==> config.mk <==
export PLATFORM = sky130hd
export DESIGN_NAME = parallel_ports
export DESIGN_NICKNAME = d
export VERILOG_FILES = /design/src/shared/port_pkg.sv /design/src/parallel_ports.sv
export SDC_FILE = /design/constraint.sdc
export NUM_CORES = 1
export LEC_CHECK = 0
export BUFFER_PORTS_ARGS = -buffer_cell sky130_fd_sc_hd__buf_2
export CORE_MARGIN = 5
export CORE_UTILIZATION = 33
export CTS_CLUSTER_SIZE = 24
export DETAILED_ROUTE_END_ITERATION = 12
export GPL_ROUTABILITY_DRIVEN = 0
export HOLD_SLACK_MARGIN = 0.05
export PLACE_DENSITY = 0.65
export SYNTH_ARGS = -nofsm -noshare
export SYNTH_HDL_FRONTEND = slang
export SYNTH_SLANG_ARGS = --single-unit
==> constraint.sdc <==
create_clock -name clock -period 3.7 [get_ports clock]
set_input_delay 0.37 -clock clock [delete_from_list [all_inputs] [get_ports clock]]
set_output_delay 0.37 -clock clock [all_outputs]
set_load 0.01 [all_outputs]
==> src/shared/port_pkg.sv <==
package port_pkg;
	localparam int          PORT_W       = 8;
	localparam int          KEY_W        = 6;
	localparam logic [7:0]  LATCH_RST    = 8'h00;
	localparam logic [7:0]  DIR_RST      = 8'hff;
	localparam logic [7:0]  BIDIR_RST    = 8'h00;
	localparam logic [1:0]  KEY_PAD      = 2'h0;
	// access selectors from the core
	typedef enum logic [2:0] {
		SEL_NONE,
		SEL_LATCH,
		SEL_BIDIR,
		SEL_DIR,
		SEL_KEY
	} port_sel_t;
	// logic ops for read-modify-write of the latch
	typedef enum logic [1:0] {
		OP_MOVE,
		OP_AND,
		OP_OR,
		OP_XOR
	} port_op_t;
endpackage

==> src/parallel_ports.sv <==
`timescale 1ns/1ps
`default_nettype none
module parallel_ports
	import port_pkg::*;
(
	// clock and reset
	input  wire logic              clock,
	input  wire logic              reset,
	// core access
	input  wire port_sel_t         acc_sel,
	input  wire logic              acc_wr,
	input  wire port_op_t          acc_op,
	input  wire logic [PORT_W-1:0] acc_wdata,
	output var  logic [PORT_W-1:0] acc_rdata,
	input  wire logic [KEY_W-1:0]  key_test_mask,
	output var  logic              key_test_hit,
	// latched output port
	output var  logic [PORT_W-1:0] latched_output_port,
	// bidirectional port pins
	input  wire logic [PORT_W-1:0] bidirectional_port_in,
	output var  logic [PORT_W-1:0] bidirectional_port_out,
	output var  logic [PORT_W-1:0] bidirectional_port_oe_n,
	// key input port pins
	input  wire logic [KEY_W-1:0]  key_input_port,
	// external bus cycle requests from the core
	input  wire logic              bus_write_cycle,
	input  wire logic              bus_read_cycle,
	input  wire logic              halted,
	input  wire logic [PORT_W-1:0] bus_wdata,
	// strobes, active low, each with its own enable
	output var  logic              write_strobe_n_out,
	output var  logic              write_strobe_oe_n,
	output var  logic              read_strobe_n_out,
	output var  logic              read_strobe_oe_n,
	// external data bus pins
	input  wire logic [PORT_W-1:0] ext_data_bus_in,
	output var  logic [PORT_W-1:0] ext_data_bus_out,
	output var  logic              ext_data_bus_oe_n,
	output var  logic [PORT_W-1:0] ext_data_bus_rdata,
	// timer
	input  wire logic              timer_count_tick,
	output var  logic              timer_square_out
);

	// port state and next values
	logic [PORT_W-1:0] latch_r;
	logic [PORT_W-1:0] latch_nxt;
	logic [PORT_W-1:0] bidir_r;
	logic [PORT_W-1:0] bidir_nxt;
	logic [PORT_W-1:0] dir_r;
	logic [PORT_W-1:0] dir_nxt;
	// pin synchronisers
	logic [PORT_W-1:0] bidir_meta_r;
	logic [PORT_W-1:0] bidir_sync_r;
	logic [KEY_W-1:0]  key_meta_r;
	logic [KEY_W-1:0]  key_sync_r;
	logic [PORT_W-1:0] db_meta_r;
	logic [PORT_W-1:0] db_sync_r;
	// answer and pin next values
	logic [PORT_W-1:0] rdata_nxt;
	logic              key_hit_nxt;
	logic              timer_r;
	logic [PORT_W-1:0] latch_op_val;
	logic [PORT_W-1:0] bidir_view;
	logic [PORT_W-1:0] bidir_op_val;
	logic              wr_stb_nxt;
	logic              rd_stb_nxt;
	logic              db_oe_n_nxt;
	logic              timer_nxt;

	// access decode from the core selector
	// only one target can be written in a cycle
	wire               wr_latch = acc_wr && (acc_sel == SEL_LATCH);
	wire               wr_bidir = acc_wr && (acc_sel == SEL_BIDIR);
	wire               wr_dir   = acc_wr && (acc_sel == SEL_DIR);
	wire               db_drive = bus_write_cycle && !halted;

	// bidirectional pins: two flops, nothing reads the first
	// a bit caught mid-change settles before any read sees it
	always_ff @(posedge clock or posedge reset)
	begin
		if (reset)
		begin
			bidir_meta_r <= '0;
			bidir_sync_r <= '0;
		end
		else
		begin
			bidir_meta_r <= bidirectional_port_in;
			bidir_sync_r <= bidir_meta_r;
		end
	end

	// key pins: same two-flop chain
	// adds two cycles of delay to key reads and key tests
	always_ff @(posedge clock or posedge reset)
	begin
		if (reset)
		begin
			key_meta_r <= '0;
			key_sync_r <= '0;
		end
		else
		begin
			key_meta_r <= key_input_port;
			key_sync_r <= key_meta_r;
		end
	end

	// data bus pins: same two-flop chain
	// limitation: bus read data trails the pins by three edges
	always_ff @(posedge clock or posedge reset)
	begin
		if (reset)
		begin
			db_meta_r <= '0;
			db_sync_r <= '0;
		end
		else
		begin
			db_meta_r <= ext_data_bus_in;
			db_sync_r <= db_meta_r;
		end
	end

	// shared function for in-place latch operations
	// one function serves latch, bidirectional port and direction,
	// but each of its three calls builds its own copy of the ops
	function automatic logic [PORT_W-1:0] apply_op(
		input port_op_t          op,
		input logic [PORT_W-1:0] cur,
		input logic [PORT_W-1:0] arg
	);
		unique case (op)
			OP_MOVE: apply_op = arg;
			OP_AND:  apply_op = cur & arg;
			OP_OR:   apply_op = cur | arg;
			OP_XOR:  apply_op = cur ^ arg;
		endcase
	endfunction

	assign bidir_view = (bidir_r & ~dir_r) | (bidir_sync_r & dir_r);

	// read-modify-write of the latch
	// the bidirectional op works on what a read would return,
	// so input-line bits never leak a hidden latch value
	assign latch_op_val = apply_op(acc_op, latch_r, acc_wdata);
	assign bidir_op_val = apply_op(acc_op, bidir_view, acc_wdata);

	// latch changes only on its own write
	assign latch_nxt = wr_latch ? latch_op_val : latch_r;

	assign bidir_nxt = wr_bidir ?
		((bidir_op_val & ~dir_r) | (bidir_r & dir_r)) : bidir_r;

	// writable any time, pins follow next cycle
	assign dir_nxt = wr_dir ? apply_op(acc_op, dir_r, acc_wdata) : dir_r;

	// read data selection
	// codes past the key selector are illegal and read as zero
	// so a stray selector never echoes stale port data
	always_comb
	begin
		rdata_nxt = '0;
		unique case (acc_sel)
			SEL_NONE:  rdata_nxt = '0;
			SEL_LATCH: rdata_nxt = latch_r;
			SEL_BIDIR: rdata_nxt = bidir_view;
			SEL_DIR:   rdata_nxt = dir_r;
			// key pins into low six bits
			SEL_KEY:   rdata_nxt = {KEY_PAD, key_sync_r};
			default:   rdata_nxt = '0;
		endcase
	end

	// key test straight from pins, no move needed
	assign key_hit_nxt = |(key_sync_r & key_test_mask);

	// write strobe low only inside a write cycle
	// level and enable share one value, so they never disagree
	assign wr_stb_nxt = ~bus_write_cycle;

	// read strobe low only inside a read cycle
	assign rd_stb_nxt = ~bus_read_cycle;

	// bus enable only for an output cycle, never halted
	// a write requested while halted still strobes but loses its bus drive, not held off
	assign db_oe_n_nxt = ~db_drive;

	// one toggle per timer count gives the square wave
	// the count itself lives in the timer block outside
	assign timer_nxt = timer_count_tick ? ~timer_r : timer_r;

	always_ff @(posedge clock or posedge reset)
	begin
		if (reset)
		begin
			latch_r <= LATCH_RST;
			bidir_r <= BIDIR_RST;
			dir_r   <= DIR_RST;
		end
		else
		begin
			latch_r <= latch_nxt;
			bidir_r <= bidir_nxt;
			dir_r   <= dir_nxt;
		end
	end

	always_ff @(posedge clock or posedge reset)
	begin
		if (reset)
			timer_r <= 1'b0;
		else
			timer_r <= timer_nxt;
	end

	// port pins follow the next values, so a write shows on
	// the pins at the same edge the latch takes it
	always_ff @(posedge clock or posedge reset)
	begin
		if (reset)
		begin
			latched_output_port     <= LATCH_RST;
			bidirectional_port_out  <= BIDIR_RST;
			bidirectional_port_oe_n <= '1;
		end
		else
		begin
			latched_output_port     <= latch_nxt;
			bidirectional_port_out  <= bidir_nxt;
			// new output line drives held latch
			bidirectional_port_oe_n <= dir_nxt;
		end
	end

	// strobes: level and enable move together, so a released
	// pin never shows a stale low to the far side
	always_ff @(posedge clock or posedge reset)
	begin
		if (reset)
		begin
			write_strobe_n_out <= 1'b1;
			write_strobe_oe_n  <= 1'b1;
			read_strobe_n_out  <= 1'b1;
			read_strobe_oe_n   <= 1'b1;
		end
		else
		begin
			// write strobe only in write cycles
			write_strobe_n_out <= wr_stb_nxt;
			write_strobe_oe_n  <= wr_stb_nxt;
			// read strobe only in read cycles
			read_strobe_n_out  <= rd_stb_nxt;
			read_strobe_oe_n   <= rd_stb_nxt;
		end
	end

	// data bus drive and captured bus levels
	// the bus data register always follows, only the enable gates
	always_ff @(posedge clock or posedge reset)
	begin
		if (reset)
		begin
			ext_data_bus_out   <= '0;
			ext_data_bus_oe_n  <= 1'b1;
			ext_data_bus_rdata <= '0;
		end
		else
		begin
			ext_data_bus_out   <= bus_wdata;
			// driven only when outputting, not halted
			ext_data_bus_oe_n  <= db_oe_n_nxt;
			ext_data_bus_rdata <= db_sync_r;
		end
	end

	// answers to the core, one edge after the selector
	// registered so the read path never forms a loop with the core
	always_ff @(posedge clock or posedge reset)
	begin
		if (reset)
		begin
			acc_rdata    <= '0;
			key_test_hit <= 1'b0;
		end
		else
		begin
			acc_rdata    <= rdata_nxt;
			key_test_hit <= key_hit_nxt;
		end
	end

	// timer pin copies the next timer value, keeping it
	// in step with the internal toggle flop
	always_ff @(posedge clock or posedge reset)
	begin
		if (reset)
			timer_square_out <= 1'b0;
		else
			timer_square_out <= timer_nxt;
	end

endmodule // parallel_ports
`default_nettype wire

==> After elaboration in Yosys (flattened, before gate mapping) <==
Cells that the tools add are included.
W data, S select, Z words.
{ "totals": {"reg_bits": 97, "inputBits": 56} }
{ "op_classes": {"eq_ne": 7, "mux": 4, "n_bitwise": 21, "n_reduce_logical": 7} }
{ "op_table": {"columns": ["operator", "count"], "rows": [
  ["$pmux W8 S4", 4],
  ["$and A8 B8 Y8", 7],
  ["$or A8 B8 Y8", 5],
  ["$xor A8 B8 Y8", 3],
  ["$not A8 Y8", 1],
  ["$and A6 B6 Y6", 1],
  ["$eq A3 B2 Y1 const B", 2],
  ["$reduce_or A6 Y1", 1],
  ["$eq A2 B2 Y1 const B", 2],
  ["$logic_and A1 B1 Y1", 4],
  ["$not A1 Y1", 4],
  ["$eq A3 B1 Y1 const B", 1],
  ["$eq A3 B3 Y1 const B", 1],
  ["$eq A2 B1 Y1 const B", 1],
  ["$logic_not A2 Y1", 1],
  ["$logic_not A1 Y1", 1]
]} }

==> Logic depth before layout (Yosys ltp) <==
Gate-level depths: netlist (run 1).
{ "depth": {"ltp_word": 7, "depth_mapped": 7} }

==> Worst setup path before layout (run 1) <==
OpenSTA, ideal clock, no wires.
{ "synth_path": {"path_type": "register to register", "start": "register bidirectional_port_oe_n[5]", "end": "register (tool-made name)", "setup_ns": 0.125, "arrival_ns": 1.910, "required_ns": 3.575, "setup_slack_ns": 1.666, "path_stages_with_launch": 6, "synth_period_minus_slack_ns": 2.034, "path_cell_list": "dfstp_2 -> mux2_2 -> inv_1 -> ha_1 -> mux4_1 -> mux2_2"} }
{ "synth_rtl": {"columns": ["element", "line_no", "rtl"], "rows": [
  ["start, declared", "parallel_ports.sv:22", "output var logic [PORT_W-1:0] bidirectional_port_oe_n,"],
  ["start signal, assigned", "parallel_ports.sv:233", "bidirectional_port_oe_n <= dir_nxt;"]
]} }

==> run metrics, run 1 <==
run status=finished, final reports clean; DR WL/cell=about 16 um; P_leak=roughly 2.8 nW; Clock transition at path regs=about 0.070 ns; Hold Vio Cnt, Final=0; most common cell in the synthesized netlist=dfrtp_1; number of enable flip-flop cells after synthesis=0; Startpoint Class=register; TritonCTS Buffers=9; Slew Limit Fails=0; Setup crit end kind=register; H-tree levels=3; PnR worst setup slack=~1.5 ns; vias post-DR=2839; Hold WS=0.0776 ns; Skew-Pair Late Insertion Delay=between 0.3 and 0.4 ns; fill count=1345; Yosys reg bits=97; post-route setup TNS=0 ns; post-cts sizing count=0; sequential fraction of the synthesis area=0.523; Synth Cell Area=0.00467 sq mm; Initial Utilization=0.336; Critical Path Source=bidirectional_port_oe_n[5]$_DFFE_PP1P_; clk buf depth=2; ys flop type=dfrtp_1; CTS Hold Buffers Added=0; Data required, critical path=just under 4 ns; Worst-Margin Slew=1.09 ns; setup violators final=0; critical path data arrival time=2.39 ns; number of global-route vias before repair=3131; max_cap viols=0; first-pass GRT wire length=16.4 mm; crit share post-route=0.582; cell area after layout=0.00564 sq mm; worst r2r src=bidirectional_port_oe_n[5]$_DFFE_PP1P_; DP Worst Slack=about 1.6 ns; RSZ-0062 raised after global routing=false; Detailed Route WL=9.84 mm; chip height=129 um; Yosys cell types=30; Hold Crit Class=primary input to asynchronous set/reset pin; Routed Antenna Nets=0; die area=roughly 0.017 sq mm; Root Buffer=clkbuf_16; Area contributors post-synth=dfrtp_1 (46%), ha_1 (13%), mux4_2 (7.7%); P&R area growth vs syn=20.7%; syn_nets=431; fin nets=540; Die Width=129 um; port bufs=110; total grt overflow=0; PD cells=589 mW/mm^2; CTS tree=done; Clock Skew=0.00638 ns; Peak supply drop=0.233 mV; synthesized instance count=327; CP Max Fanout=7; postcts setup bufs=0; initial antenna violation count=0; initial DRC count=106; global-route usage over all layers=0.129; largest net degree at the start of global routing=47; first-pass iteration count of the detailed router=4; Synth area leader=dfrtp_1; commonest cells in the netlist=dfrtp_1 (86), inv_1 (59), ha_1 (48), mux2_2 (28), mux4_2 (16); HPWL after DPL=7.44 mm; FMAX=464 MHz; layout cell share with drive strength beyond 1=0.433; Placed Instance Area=0.00535 sq mm; clk sinks=97; Slew headroom=0.266; Post-synth ARST share=1.00; CP Class=register to register; core area=0.0139 sq mm; vias per inst=about 4.6; # diodes=0; synthesis warning total=0; # IOs=111; DRC violations left=0; Post-Synthesis Mean Instance Area=14.3 sq um; crit path time final=2.16 ns; area share of the largest cell type after synthesis=0.461; row cnt=43
==> sequential cells by signal, indices dropped and copies added (netlist names), 6 cells and up, named ones only <==
| signal | cells |
|---|---|
| ext_data_bus_rdata | 8 |
| acc_rdata | 8 |
| bidirectional_port_oe_n | 8 |
| key_meta_r | 6 |
| db_meta_r | 8 |
| ext_data_bus_out | 8 |
| db_sync_r | 8 |
| bidir_sync_r | 8 |
| key_sync_r | 6 |
| latched_output_port | 8 |
| bidir_meta_r | 8 |
==> power breakdown <==
| part | internal (mW) | switching (mW) |
|---|---|---|
| clock | 0.467 | 0.426 |
| sequential | 1.27 | 0.188 |
| combinational | 0.516 | 0.452 |
==> layout make-up <==
class,count,area (sq um),share of cell area
clock buffer,10,229,0.0406
clock inverter,6,52.6,0.00933
inverter,59,224,0.0397
multi-input combinational,157,1900,0.337
sequential,97,2440,0.433
tap,180,225,0.0400
timing repair buffer,112,566,0.100
==> routing by layer <==
layer / vias up / GRT usage / part of all wire
li1: 1325 / - / -
met1: 1441 / 0.162 / 0.44
met2: 59 / 0.212 / 0.50
met3: 14 / 0.0286 / 0.043
met4: 0 / 0.0574 / 0.021
met5: - / 0 / 0
==> cells by family after synthesis <==
family	Yosys count	share of synthesized area
AOI/OAI and AO/OA	22	0.0314
DFF	97	0.523
buffers and inverters	73	0.0718
xor gates and xnor gates	1	0.00188
adders and majority gates	48	0.129
muxes	59	0.212
and+or+nand+nor	27	0.0311
==> worst paths after layout <==
| kind | slack [ns] | endpoint | cells after the start |
|---|---|---|---|
| max | 1.54 | register | 5 |
| min | 0.08 | db_meta_r[3]$_DFF_PP0_ | 2 |
| max reg2reg | 1.54 | register | 5 |
| min reg2reg | 0.35 | key_sync_r[5]$_DFF_PP0_ | 0 |
| max in group asynchronous | 2.81 | bidirectional_port_oe_n[0]$_DFFE_PP1P_ | 3 |
| min in group clock | 0.12 | ext_data_bus_out[3]$_DFF_PP0_ | 1 |
==> worst max-delay path, stage by stage (launching register included) <==
cell and delay (ns):
dfstp_2 0.61, mux2_2 0.40, inv_1 0.07, ha_1 0.22, mux4_1 0.48, mux2_2 0.28
==> placed cells by master (no fill, tap or decap), types with 2 or more instances in the layout <==
cell type,n
nor2b_1,2
mux2_4,7
a22oi_1,13
dfstp_2,11
nor2_1,10
ha_1,48
inv_1,58
buf_2,110
buf_4,2
clkinvlp_4,2
mux4_1,8
mux2_2,28
mux4_2,16
inv_6,2
nor3b_1,2
o21ai_0,7
nand2_1,6
clkbuf_16,9
dfrtp_1,86
==> stage by stage <==
step,total power [mW],util,instances
3_3_place_gp,2.40,0.386,605
6_report,3.32,0.406,621
2_1_floorplan,2.07,-,327
4_1_cts,3.38,0.406,621
3_5_place_dp,2.47,0.386,605
5_1_grt,3.58,0.406,621
No activity file was read; power rests on OpenSTA's default activity.
==> run 2: changes to the inputs <==
Clock period 3.7 ns to 2.11 ns, I/O delays scaled along.
==> run metrics, run 2 (synthesis results as in run 1) <==
M2 GR Usage=0.226 (+0.0137); vias per inst=4.60 (+0.61%); setup violators final=0 (unchanged); P&R area growth vs syn=32.8%; vias post-DR=3100 (+9.2%); Switching Share=0.311 (-0.0107); Data required, critical path=2.35 ns (-1.58 ns); met1 Resource Use GR=0.174 (+0.0119); Detailed Route WL=10.7 mm (+9.1%); Placed Instance Area=0.00554 sq mm (+3.5%); DR WL/cell=15.9 um (+0.55%); FMAX=493 MHz (+6.3%); register area=0.00244 sq mm (unchanged); Clock transition at path regs=0.07 ns (about the same); Skew-Pair Late Insertion Delay=0.35 ns (about the same); CP Max Fanout=3 (-4); largest net degree at the start of global routing=47 (unchanged); max_cap viols=0 (unchanged); global routing's busiest layer=met2; DP Worst Slack=0.0672 ns (-1.49 ns); Initial Utilization=0.336 (unchanged); first-pass iteration count of the detailed router=4 (unchanged); Slew headroom=0.607 (+0.341); # diodes=0 (unchanged); die area=0.0166 sq mm (unchanged); area of the multi-input gates=0.00190 sq mm (+0.20%); Hold Path Depth=3; commonest non-fill, non-tap cell in the layout=buf_2; Total Power=6.09 mW (+83%); PD cells=982 mW/mm^2 (+67%); DRC violations left=0 (unchanged); chip height=129 um (unchanged); Startpoint Class=register; core area=0.0139 sq mm (unchanged); P_leak=3.06 nW (+9.4%); Root Buffer=clkbuf_16; critical path data arrival time=2.26 ns (-0.13 ns); crit share post-route=0.961 (+0.378); HPWL after DPL=7.87 mm (+5.8%); Clock Power Share=0.277 (+0.008); crit path time final=2.03 ns (-0.128 ns); Slew Limit Fails=0 (unchanged); fin nets=593 (+9.8%); first-pass GRT wire length=17.4 mm (+5.7%); clk buf depth=2 (unchanged); Setup crit end kind=register; clk sinks=97 (unchanged); Worst Reg2Reg Path Length in Cells=5 (unchanged); Hold Crit Class=primary input to register; Die Width=129 um (unchanged); # IOs=111 (unchanged); Clock Skew=0.00732 ns (+0.000945 ns); NetSw=1.89 mW (+77%); global-route usage over all layers=0.135 (+0.00698); layout cell share with drive strength beyond 1=0.423 (-0.0100); initial antenna violation count=0 (unchanged); met3 Use GR=0.0332 (+0.00457); most frequent cells in the layout=buf_2 (110), dfrtp_1 (86), inv_1 (58); Internal Power=4.20 mW (+86%); Worst-Margin Slew=0.589 ns (-0.497 ns); CP Class=register to register; CTS tree=done; port bufs=110 (unchanged); number of global-route vias before repair=3357 (+7.2%); Hold Vio Cnt, Final=0 (unchanged); Comb pwr share=0.318 (+0.026); run status=finished, final reports clean; row cnt=43 (unchanged); cell area after layout=0.00620 sq mm (+10%); Peak supply drop=0.576 mV (+150%); total grt overflow=0 (unchanged); fill count=1291 (-4.0%); TritonCTS Buffers=9 (unchanged); register share of total power=0.406 (-0.033); H-tree levels=3 (unchanged); Routed Antenna Nets=0 (unchanged); RSZ-0062 raised after global routing=false; Core Util, Final=0.446 (+0.0405); post-route setup TNS=0 ns (unchanged); initial DRC count=113 (+6.6%); PnR worst setup slack=0.0831 ns (-1.46 ns)
-- run 2: worst max-delay path: stages, from the launching register on --
cell and delay [ns]:
dfstp_2 0.54, mux2_2 0.35, inv_1 0.07, ha_1 0.21, mux4_1 0.48, mux2_2 0.27
-- run 2: metrics by stage --
| stage | hold WS (ns) | std cells |
|---|---|---|
| floorplan | 0.237 | 327 |
| global placement | 0.152 | 623 |
| detailed placement | 0.155 | 623 |
| CTS | 0.0807 | 674 |
| global route | 0.0983 | 674 |
| finish | 0.0934 | 674 |
-- run 2: final cells by class --
cell class	count	area share
flip-flops and latches	97	0.394
multi-input cells	157	0.307
repair buffers	165	0.178
clock buffers	10	0.0369
inverters	59	0.0363
well taps	180	0.0363
clock inverters	6	0.0119
-- run 2: final timing paths --
path	start	to	slack [ns]
min in group asynchronous	reset	timer_square_out$_DFFE_PP0P_	0.35
min	key_test_mask[4]	key_test_hit$_DFF_PP0_	0.09
max in group asynchronous	reset	bidirectional_port_oe_n[1]$_DFFE_PP1P_	1.15
max reg2reg	bidirectional_port_oe_n[6]$_DFFE_PP1P_	register	0.08
min reg2reg	key_meta_r[3]$_DFF_PP0_	key_sync_r[3]$_DFF_PP0_	0.35
max	bidirectional_port_oe_n[6]$_DFFE_PP1P_	register	0.08
-- run 2: what timing repair did --
action / in CTS / in global routing
endpoints found under the hold margin: 58 / 0
setup buffers: 0 / 0
resized for setup: 0 / 1
setup endpoints to repair: 0 / 1
hold buffers: 35 / 0
-- run 2: layer usage --
layer  routed length [um]  up-vias  part of all wire
li1                     -     1438                 -
met1                 4470     1555              0.42
met2                 5430       95              0.51
met3                  702       12             0.065
met4                  147        0             0.014
met5                    0        -                 0
-- run 2: power groups by stage --
stage          registers, mW  logic (mW)  clock network, mW
6_report                2.47        1.93               1.68
3_5_place_dp            2.50        1.91                  0
3_3_place_gp            2.48        1.80                  0
5_1_grt                 2.52        2.17               1.81
2_1_floorplan           2.64       0.994                  0
4_1_cts                 2.47        1.97               1.74
